--- src/pte_consts.svh ---
// register offsets, field positions, reset values and timing constants for the test extension bank
`ifndef PTE_CONSTS_SVH
`define PTE_CONSTS_SVH
`define PTE_ADDR_W 5
`define PTE_OFS_EXT 5'h1b
`define PTE_OFS_CTL2 5'h1c
`define PTE_EXT_RESET 8'h00
`define PTE_SYNC_RESET 1'b0
`define PTE_RDATA_RESET 16'h0000
`define PTE_ERR_MAX 8'hff
`define PTE_ERR_ONE 8'h01
`define PTE_ERR_ZERO 8'h00
`define PTE_BIT_RSVD 7
`define PTE_BIT_CLKEN 6
`define PTE_BIT_CONT 5
`define PTE_BIT_PATEN 4
`define PTE_BIT_PULL 3
`define PTE_BIT_GAP 2
`define PTE_BIT_SYNC 13
`define PTE_GAP_LONG_US 15
`define PTE_GAP_SHORT_US 10
`define PTE_CLK_MHZ 50
`define PTE_GAP_LONG_CYC (`PTE_GAP_LONG_US * `PTE_CLK_MHZ)
`define PTE_GAP_SHORT_CYC (`PTE_GAP_SHORT_US * `PTE_CLK_MHZ)
`define PTE_GAP_W 10
`endif

--- src/pte_pkg.sv ---
// types for the test extension register bank
package pte_pkg;
  typedef enum logic [1:0] {
    PTE_PAT_DATA_END_OF_PACKET_TYPE_ZERO,
    PTE_PAT_DATA_END_OF_PACKET_TYPE_ONE,
    PTE_PAT_LINK_PULSE,
    PTE_PAT_TONE
  } pte_pattern_t;

  // control fields of the extension register
  typedef struct packed {
    logic reserved_bit;
    logic mii_clock_force;
    logic continuous_selftest;
    logic driver_pattern_enable;
    logic mgmt_pullup_enable;
    logic pattern_gap_select;
    pte_pattern_t driver_pattern_select;
  } pte_ext_ctl_t;

  // register access request
  typedef struct packed {
    logic wr;
    logic rd;
    logic [4:0] addr;
    logic [15:0] wdata;
  } pte_req_t;

  // context from the rest of the transceiver
  typedef struct packed {
    logic selftest_start;
    logic selftest_running;
    logic nibble_error;
    logic speed_100;
    logic mac_mii;
    logic mac_rmii_master;
    logic mac_rmii_slave;
  } pte_ctx_t;
endpackage : pte_pkg

--- src/pte_regs.sv ---
// test extension and second control register bank with pattern gap timer
//
// Function
// RULE1: count each errored receive nibble while packet self-test runs
// RULE2: clear error count when packet self-test starts again
// RULE3: error count saturates at ff and never wraps
// RULE4: software writes zero to reserved bit 7 of extension register
// RULE5: clock force bit drives tx and rx clocks in any mac mode
// RULE6: without force, rmii slave mode keeps tx and rx clocks off
// RULE7: continuous bit sends pseudorandom data with no gaps
// RULE8: continuous mode acts only while main control starts the test
// RULE9: software sets jabber disable before continuous test at 10 Mb
// RULE10: pattern enable transmits selected driver pattern, else none
// RULE11: pull-up enable bit connects the internal management pull-up
// RULE12: pull-up enable resets only on hardware reset, not soft reset
// RULE13: software leaves pull-up off when management bus is shared
// RULE14: gap between test sequences 15 us if select set, else 10 us
// RULE15: pattern select 00 end_of_packet_type_zero data, 01 end_of_packet_type_one data, 10 link pulses
// RULE16: pattern select 11 sends constant manchester ones tone
// RULE17: top two bits of second control register read zero
// RULE18: sync bit at 100 Mb with mii or rmii master uses recovered clock
// RULE19: otherwise transmitter runs from local reference clock
// RULE20: writes to the error count field change nothing
`timescale 1ns/10ps
`include "pte_consts.svh"
module pte_regs #(
  parameter int GAP_LONG_CYC = `PTE_GAP_LONG_CYC,
  parameter int GAP_SHORT_CYC = `PTE_GAP_SHORT_CYC
) (
  input wire logic mclk,
  input wire logic rst,
  input wire logic soft_rst,
  input wire pte_pkg::pte_req_t req,
  input wire pte_pkg::pte_ctx_t ctx,
  output logic [15:0] rdata,
  output logic mii_clocks_on,
  output logic continuous_tx,
  output logic pattern_active,
  output pte_pkg::pte_pattern_t pattern_kind,
  output logic pattern_gap_strobe,
  output logic mgmt_pullup_on,
  output logic tx_clk_recovered
);
  pte_pkg::pte_ext_ctl_t ext_q, ext_d;
  logic [7:0] err_q, err_d;
  logic sync_q, sync_d;
  logic [`PTE_GAP_W-1:0] gap_q, gap_d;
  logic strobe_q, strobe_d;
  logic [15:0] rdata_q, rdata_d;
  logic wr_ext, wr_ctl2;
  logic gap_run;

  // true when a strobe addresses the given register; shared by write and read decode
  function automatic logic addr_hit(
    input logic strobe,
    input logic [4:0] addr,
    input logic [4:0] ofs
  );
    addr_hit = strobe && (addr == ofs);
  endfunction : addr_hit

  // control byte as taken from a write; the count byte above it is dropped [RULE20]
  function automatic pte_pkg::pte_ext_ctl_t ext_from_write(
    input logic [15:0] wdata
  );
    ext_from_write = pte_pkg::pte_ext_ctl_t'(wdata[7:0]);
  endfunction : ext_from_write

  // control byte after a soft reset; the pull-up choice survives it [RULE12]
  function automatic pte_pkg::pte_ext_ctl_t ext_after_soft(
    input pte_pkg::pte_ext_ctl_t ctl
  );
    ext_after_soft = pte_pkg::pte_ext_ctl_t'(`PTE_EXT_RESET);
    ext_after_soft.mgmt_pullup_enable = ctl.mgmt_pullup_enable;
  endfunction : ext_after_soft

  // one step of the error count; sticks at the top value instead of wrapping
  function automatic logic [7:0] err_step(
    input logic [7:0] count
  );
    if (count == `PTE_ERR_MAX)
    begin
      err_step = count; // [RULE3]
    end
    else
    begin
      err_step = count + `PTE_ERR_ONE; // [RULE1]
    end
  endfunction : err_step

  // last count of a gap period for the selected gap length
  function automatic logic [`PTE_GAP_W-1:0] gap_end(
    input logic long_gap
  );
    if (long_gap)
    begin
      gap_end = `PTE_GAP_W'(GAP_LONG_CYC - 1); // 15 us [RULE14]
    end
    else
    begin
      gap_end = `PTE_GAP_W'(GAP_SHORT_CYC - 1); // 10 us [RULE14]
    end
  endfunction : gap_end

  // read image of the extension register: count byte over control byte
  function automatic logic [15:0] ext_word(
    input logic [7:0] count,
    input pte_pkg::pte_ext_ctl_t ctl
  );
    ext_word = {count, ctl};
  endfunction : ext_word

  // read image of the second control register; only the sync bit is stored
  function automatic logic [15:0] ctl2_word(
    input logic sync_bit
  );
    ctl2_word = `PTE_RDATA_RESET;
    ctl2_word[`PTE_BIT_SYNC] = sync_bit; // reserved top bits stay zero [RULE17]
  endfunction : ctl2_word

  // address decode for writes
  always_comb
  begin
    wr_ext = 1'b0;
    wr_ctl2 = 1'b0;
    if (addr_hit(req.wr, req.addr, `PTE_OFS_EXT))
    begin
      wr_ext = 1'b1;
    end
    else if (addr_hit(req.wr, req.addr, `PTE_OFS_CTL2))
    begin
      wr_ctl2 = 1'b1;
    end
  end

  // next value of the extension control byte; soft reset wins over a write
  always_comb
  begin
    ext_d = ext_q;
    if (wr_ext)
    begin
      ext_d = ext_from_write(req.wdata); // [RULE20]
    end
    if (soft_rst)
    begin
      ext_d = ext_after_soft(ext_q); // [RULE12]
    end
  end

  // extension control byte register
  always_ff @(posedge mclk)
  begin
    if (rst)
    begin
      ext_q <= pte_pkg::pte_ext_ctl_t'(`PTE_EXT_RESET);
    end
    else
    begin
      ext_q <= ext_d;
    end
  end

  // next value of the synchronous transmit bit; other bits of a write are dropped
  always_comb
  begin
    sync_d = sync_q;
    if (wr_ctl2)
    begin
      sync_d = req.wdata[`PTE_BIT_SYNC];
    end
    if (soft_rst)
    begin
      sync_d = `PTE_SYNC_RESET;
    end
  end

  // synchronous transmit bit register
  always_ff @(posedge mclk)
  begin
    if (rst)
    begin
      sync_q <= `PTE_SYNC_RESET;
    end
    else
    begin
      sync_q <= sync_d;
    end
  end

  // error counter: restart clears and wins over a same-cycle error
  always_comb
  begin
    err_d = err_q;
    if (ctx.selftest_start)
    begin
      err_d = `PTE_ERR_ZERO; // [RULE2]
    end
    else if (ctx.selftest_running && ctx.nibble_error)
    begin
      err_d = err_step(err_q); // [RULE1] [RULE3]
    end
  end

  // error counter register
  always_ff @(posedge mclk)
  begin
    if (rst)
    begin
      err_q <= `PTE_ERR_ZERO;
    end
    else
    begin
      err_q <= err_d;
    end
  end

  // the gap timer runs only for patterns that are sent in bursts
  assign gap_run = ext_q.driver_pattern_enable
                   && (ext_q.driver_pattern_select != pte_pkg::PTE_PAT_TONE); // [RULE16]

  // gap timer between driver test sequences
  always_comb
  begin
    gap_d = gap_q;
    strobe_d = 1'b0;
    if (!gap_run)
    begin
      gap_d = '0;
    end
    else if (gap_q >= gap_end(ext_q.pattern_gap_select)) // [RULE14]
    begin
      gap_d = '0;
      strobe_d = 1'b1;
    end
    else
    begin
      gap_d = gap_q + `PTE_GAP_W'(1);
    end
  end

  // gap timer and strobe registers
  always_ff @(posedge mclk)
  begin
    if (rst)
    begin
      gap_q <= '0;
      strobe_q <= 1'b0;
    end
    else
    begin
      gap_q <= gap_d;
      strobe_q <= strobe_d;
    end
  end

  // read data; unknown addresses read zero and the word holds until the next read
  always_comb
  begin
    rdata_d = rdata_q;
    if (addr_hit(req.rd, req.addr, `PTE_OFS_EXT))
    begin
      rdata_d = ext_word(err_q, ext_q);
    end
    else if (addr_hit(req.rd, req.addr, `PTE_OFS_CTL2))
    begin
      rdata_d = ctl2_word(sync_q); // [RULE17]
    end
    else if (req.rd)
    begin
      rdata_d = `PTE_RDATA_RESET;
    end
  end

  // read data register
  always_ff @(posedge mclk)
  begin
    if (rst)
    begin
      rdata_q <= `PTE_RDATA_RESET;
    end
    else
    begin
      rdata_q <= rdata_d;
    end
  end

  // read data goes out straight from its register
  assign rdata = rdata_q;

  // tx and rx clocks: forced on, otherwise off only in rmii slave mode
  assign mii_clocks_on = ext_q.mii_clock_force || !ctx.mac_rmii_slave; // [RULE5] [RULE6]

  // continuous pseudorandom transmit needs the main self-test running
  assign continuous_tx = ext_q.continuous_selftest && ctx.selftest_running; // [RULE7] [RULE8]

  // driver test pattern controls and the gap strobe
  assign pattern_active = ext_q.driver_pattern_enable; // [RULE10]
  assign pattern_kind = ext_q.driver_pattern_select; // [RULE15] [RULE16]
  assign pattern_gap_strobe = strobe_q;

  // internal management pull-up, kept across soft reset
  assign mgmt_pullup_on = ext_q.mgmt_pullup_enable; // [RULE11]

  // transmit clock source: recovered clock only at 100 Mb with mii or rmii master
  assign tx_clk_recovered = sync_q && ctx.speed_100
                            && (ctx.mac_mii || ctx.mac_rmii_master); // [RULE18] [RULE19]
endmodule : pte_regs

--- config.mk ---
export PLATFORM = sky130hd
export DESIGN_NAME = pte_regs
export DESIGN_NICKNAME = d
export VERILOG_FILES = /design/src/pte_pkg.sv /design/src/pte_regs.sv
export VERILOG_INCLUDE_DIRS = /design/src
export SDC_FILE = /design/constraint.sdc
export NUM_CORES = 1
export LEC_CHECK = 0
export BUFFER_PORTS_ARGS = -buffer_cell sky130_fd_sc_hd__buf_2
export CELL_PAD_IN_SITES_DETAIL_PLACEMENT = 1
export CELL_PAD_IN_SITES_GLOBAL_PLACEMENT = 2
export CORE_UTILIZATION = 29
export CTS_CLUSTER_DIAMETER = 50
export CTS_CLUSTER_SIZE = 40
export DETAILED_ROUTE_END_ITERATION = 8
export PLACE_DENSITY_LB_ADDON = 0.1
export SYNTH_ARGS = -nofsm -noshare
export SYNTH_HDL_FRONTEND = slang
export SYNTH_SLANG_ARGS = --single-unit
--- constraint.sdc ---
create_clock -name mclk -period 2.3 [get_ports mclk]
set_input_delay 0.46 -clock mclk [delete_from_list [all_inputs] [get_ports mclk]]
set_output_delay 0.46 -clock mclk [all_outputs]
set_load 0.005 [all_outputs]
==> results of run 1 <==
cells in the final DEF, fill, tap and decap left out, types with 2 or more instances in the layout:
cell type / count
buf_2: 49
dfxtp_1: 44
nor2_1: 33
a21oi_1: 20
nor2b_1: 15
nor3_1: 12
mux2i_1: 9
ha_1: 8
nand3_1: 7
nand2_1: 7
xnor2_1: 7
clkbuf_8: 7
inv_1: 6
nand4_1: 4
xor2_1: 4
nand2b_1: 3
and3_1: 3
o21ai_0: 3
nor3b_1: 3
buf_4: 3
and2_1: 2
or2_2: 2
o211ai_1: 2
o21a_1: 2
kinds of logic (layout without fill, tap and decap cells):
kind of cell	count (synthesis)	count (layout)	synth area share
DFF	44	44	0.4493
adders and majority gates	8	8	0.05106
AOI/OAI and AO/OA	35	35	0.1072
xor gates and xnor gates	11	11	0.04914
and+or+nand+nor	97	97	0.2572
buffers and inverters	18	65	0.04020
muxes	9	9	0.04595
flip-flops by register name, indices dropped and copies added (netlist names):
register,cells
err_q,8
ext_q,4
gap_q,10
mgmt_pullup_on,1
pattern_active,1
pattern_gap_strobe,1
pattern_kind,2
rdata,16
sync_q,1
metrics by stage:
step / hold WS, ns / cell area [um2]
after floorplan: 0.4542 / 1961
after global placement: 0.4813 / 2268
after detailed placement: 0.4948 / 2268
after CTS: 0.3893 / 2365
after global routing: 0.3902 / 2365
final: 0.3987 / 2365
worst reg2reg max path: stages (launching register included):
cell and delay (ns):
dfxtp_1 0.45, inv_1 0.13, ha_1 0.34, a21oi_1 0.16
o22ai_1 0.09, o21a_1 0.32, o21a_1 0.24
worst paths after layout:
| path | start | to | depth (start not counted) |
|---|---|---|---|
| max reg2reg | ext_q[2] | pattern_gap_strobe | 6 |
| min | req[7] | ext_q[7] | 3 |
| max | ext_q[2] | pattern_gap_strobe | 6 |
| min reg2reg | rdata[13] | rdata[13] | 2 |
routing by layer:
layer	track usage	vias up	wire, um
li1	-	850	-
met1	0.1699	788	2228
met2	0.2526	27	2413
met3	0.03245	5	162
met4	0.04702	0	48
met5	0	-	0
power by group:
part	leakage, uW	switching (uW)	internal [uW]
logic	0.000555	31.8	25.1
clock network	0.0000503	260	268
registers	0.000354	1.54	762
total	0.000959	294	1060
layout make-up:
type / count / area share
tap: 77 / 0.04074
clock buffer: 7 / 0.04074
sequential: 44 / 0.3725
timing repair buffer: 52 / 0.1132
inverter: 6 / 0.009524
multi-input combinational: 160 / 0.4233
==> out/qor.yml, run 1 <==
run_status:
  run_status: "finished, violations left"
  failed_checks: "design-rule violations"
final_layout:
  diodes: 0
  drive_above_1_share: 0.2342
  final_util: 0.3682
  multi_input_area_mm2: 0.001001
  finalNonFillerCells: 346
  num-nets-final: 310
  area_growth_pct: 20.61
  fill_cells: 773
  register_area_um2: 880.8
clock_network:
  cts_setup_buffers: 0
  clockRootBuffer: "clkbuf_8"
  cts_hold_buffers: 0
  worstSkewPairLatency_ns: 0.29
  cts_max_path_buffers: 2
  post_cts_resized: 0
  cts_buffers: 5
  h-tree-depth: 2
  cts_num_sinks: 44
  clk_pin_slew_worst_paths_ns: 0.08
  cts_tree: "done"
timing:
  finalSetupViolCount: 0
  fin_crit_sh: 0.7900
  finClkSkew_ns: 0.005390
  rsz0062_at_grt: "false"
  final-hold-violation-count: 0
  fin_crit_ns: 1.817
  tightest_slew_ns: 0.5371
  slew_headroom: 0.6419
  fin_ws_ns: 0.4829
  drv_slew: 0
  tns_ns: 0
  fmax_mhz: 550.3
grt:
  track_usage: 0.1425
  grt_pass1_vias: 1659
  grt_pass1_wl_mm: 7.941
  grt_max_degree: 20
  antenna_found_initial: 0
  grt_overflow: 0
critical_path:
  crit_path_max_incr_delay_ns: 0.45
  cpMostUsedCell: "o21a_1"
  worstSetupPathType: "flip-flop to flip-flop"
  required_ns: 2.50
  crit_path_end_kind: "flip-flop"
  crit_slowest_cell: "dfxtp_1"
  r2r_setup_slack_ns: 0.48
  crit_buf_inv: 1
  cp_max_fo: 11
  cp_data_arrival_time_ns: 2.01
  start_kind: "flip-flop"
  cp_top_family: "compound AO/OA/AOI/OAI gates"
  crit_path_cell_trace: "inv_1, ha_1, a21oi_1, o22ai_1, o21a_1, o21a_1"
yosys:
  synth_edf_count: 0
  ys_async_sr_fraction: 0
  yosysSeqAreaShare: 0.4493
  synthCells: 222
  synthFlopType: "dfxtp_1"
  yosysMostFrequentCell: "dfxtp_1"
  ys_ff_latch: 44
  yosys.area.top_type_share: 0.4493
  synth_fp_nets: 263
  ys_warn_count: 0
  synth.distinct_cells: 40
  syn-cell-area_mm2: 0.001961
  ys_top_cells_by_count: "44 x dfxtp_1, 33 x nor2_1, 20 x a21oi_1"
  synth_top_cell_by_area: "dfxtp_1"
  syn_avg_cell_area_um2: 8.832
  synth.area.top_cells: "dfxtp_1 45%, nor2_1 6.3%, a21oi_1 5.1%"
routing:
  routed_wl_mm: 4.853
  drtIter0Drc: 39
  routedWlPerCell_um: 14.03
  vias_per_cell: 4.827
  antenna_left: 0
  via_count: 1670
  firstDrtPassIters: 6
  drc: 5
floorplan:
  num_rows: 29
  die_area_mm2: 0.007094
  ioPinCount: 57
  start_util: 0.3053
  coreArea_mm2: 0.006422
  die_x_um: 84.23
  die_h_um: 84.23
job:
  cap_violations: 0
power_and_ir_drop:
  p_leak_uw: 0.0009594
  vdd_drop_max_mv: 0.2441
  power.density_mw_per_mm2: 570.4
  p_total_uw: 1349
min_path:
  hold_path_class: "primary input to flip-flop"
place:
  dp_cells: 339
  portBuffers: 49
  gp_congestion: 0.7044
  dp_hpwl_mm: 3.447
  post-place-ws_ns: 0.4773
Power figures use the tool's default switching activity.
==> run 2: changes to the inputs <==
--- a/config.mk
+++ b/config.mk
@@ -9,7 +9,7 @@
 export BUFFER_PORTS_ARGS = -buffer_cell sky130_fd_sc_hd__buf_2
 export CELL_PAD_IN_SITES_DETAIL_PLACEMENT = 1
 export CELL_PAD_IN_SITES_GLOBAL_PLACEMENT = 2
-export CORE_UTILIZATION = 29
+export CORE_UTILIZATION = 27
 export CTS_CLUSTER_DIAMETER = 50
 export CTS_CLUSTER_SIZE = 40
 export DETAILED_ROUTE_END_ITERATION = 8
==> constraint.sdc (replaced) <==
create_clock -name mclk -period 1.6 [get_ports mclk]
set_input_delay 0.32 -clock mclk [delete_from_list [all_inputs] [get_ports mclk]]
set_output_delay 0.32 -clock mclk [all_outputs]
set_load 0.005 [all_outputs]
==> out/qor.yml, run 2 (synthesized netlist as in run 1, its figures left out) <==
timing:
  finalSetupViolCount: 0
  drv_slew: 0
  fmax_mhz: 662.0
  final-hold-violation-count: 0
  rsz0062_at_grt: "false"
  fin_crit_sh: 0.9441
  tightest_slew_ns: 0.6899
  slew_headroom: 0.5401
  fin_crit_ns: 1.511
  finClkSkew_ns: 0.005352
routing:
  drc: 0
  firstDrtPassIters: 4
  vias_per_cell: 4.605
  via_count: 1750
  drtIter0Drc: 35
  routed_wl_mm: 5.203
  antenna_left: 0
  routedWlPerCell_um: 13.69
place:
  dp_hpwl_mm: 3.708
  gp_congestion: 0.6691
  placed_cell_area_mm2: 0.002397
  portBuffers: 49
critical_path:
  crit_buf_inv: 1
  crit_slowest_cell: "dfxtp_2"
  rr_worst_depth: 6
  start_kind: "flip-flop"
  crit_path_end_kind: "flip-flop"
  crit_path_cell_trace: "buf_4, ha_1, nand3_2, o22ai_2, o21a_4, o21a_1"
  crit_path_max_incr_delay_ns: 0.34
  cp_top_family: "compound AO/OA/AOI/OAI gates"
  cp_data_arrival_time_ns: 1.71
  required_ns: 1.80
  worstSetupPathType: "flip-flop to flip-flop"
  cp_max_fo: 6
  cp.depth: 6
floorplan:
  start_util: 0.2839
  die_h_um: 87.22
  coreArea_mm2: 0.006907
  num_rows: 30
  die_x_um: 87.22
  die_area_mm2: 0.007606
  ioPinCount: 57
final_layout:
  fill_cells: 887
  final_area_mm2: 0.002574
  mostFrequentLayoutCell: "buf_2"
  multi_input_area_mm2: 0.001099
  drive_above_1_share: 0.3204
  largest_reg_flops: 16
  area_growth_pct: 31.27
  layout_common_cells: "49 x buf_2, 43 x dfxtp_1, 33 x nor2_1"
  register_area_um2: 882.1
  num-nets-final: 325
  diodes: 0
clock_network:
  clockRootBuffer: "clkbuf_8"
  cts_num_sinks: 44
  worstSkewPairLatency_ns: 0.29
  cts_buffers: 5
  clk_pin_slew_worst_paths_ns: 0.08
  h-tree-depth: 2
  cts_hold_buffers: 0
  cts_max_path_buffers: 2
  cts_tree: "done"
min_path:
  hold_path_class: "primary input to flip-flop"
  holdPathStages: 3
grt:
  grt_overflow: 0
  grt_max_degree: 18
  antenna_found_initial: 0
  grt_pass1_vias: 1826
  grt_pass1_wl_mm: 9.011
  track_usage: 0.1570
power_and_ir_drop:
  vdd_drop_max_mv: 0.2454
  p_total_uw: 1852
  p_leak_uw: 0.001031
  power.density_mw_per_mm2: 719.5
run_status:
  run_status: "finished clean"
job:
  cap_violations: 0
-- run 2: layout make-up --
cell class,instances,share of cell area
clock buffer,6,0.02820
sequential,44,0.3427
inverter,6,0.008751
clock inverter,1,0.001945
tap,96,0.04667
timing repair buffer,66,0.1449
multi-input combinational,161,0.4268
-- run 2: repair_timing --
item,4_1_cts,5_1_grt
pin swaps,2,5
gates cloned,1,0
endpoints found under the hold margin,0,0
gates resized for setup,5,12
buffers inserted,0,0
setup endpoints to repair,11,12
-- run 2: stage by stage --
step / std cells / hold WS, ns / setup slack [ns] / utilization / TNS (ns)
5_1_grt: 380 / 0.2449 / 0.01949 / 0.3726 / 0
6_report: 380 / 0.2565 / 0.08938 / 0.3726 / 0
3_5_place_dp: 372 / 0.4838 / -0.1118 / 0.3471 / -0.8480
3_3_place_gp: 372 / 0.4814 / -0.07576 / 0.3471 / -0.4880
4_1_cts: 380 / 0.2497 / 0.001730 / 0.3618 / 0
2_1_floorplan: 222 / 0.4542 / 0.01892 / - / 0
-- run 2: routing by layer --
layer,track usage,up-vias,share of wire
met5,0,-,0
met4,0.04471,0,0.011
met3,0.04265,5,0.039
met2,0.2763,29,0.50
met1,0.1870,834,0.45
li1,-,882,-
-- run 2: final timing paths --
path / start / end / slack (ns)
max: ext_q[2] / pattern_gap_strobe / 0.09
min: req[13] / sync_q / 0.26
max reg2reg: ext_q[2] / pattern_gap_strobe / 0.09
min reg2reg: ext_q[7] / rdata[7] / 0.50
-- run 2: tightest hold or removal path, stage by stage --
cell,delay (ns)
buf_2,0.08
mux2i_1,0.05
nor2_1,0.07
-- run 2: power breakdown --
part / switching [uW] / internal, uW
sequential: 1.29 / 1100
clock: 369 / 298
combinational: 48.4 / 39.9
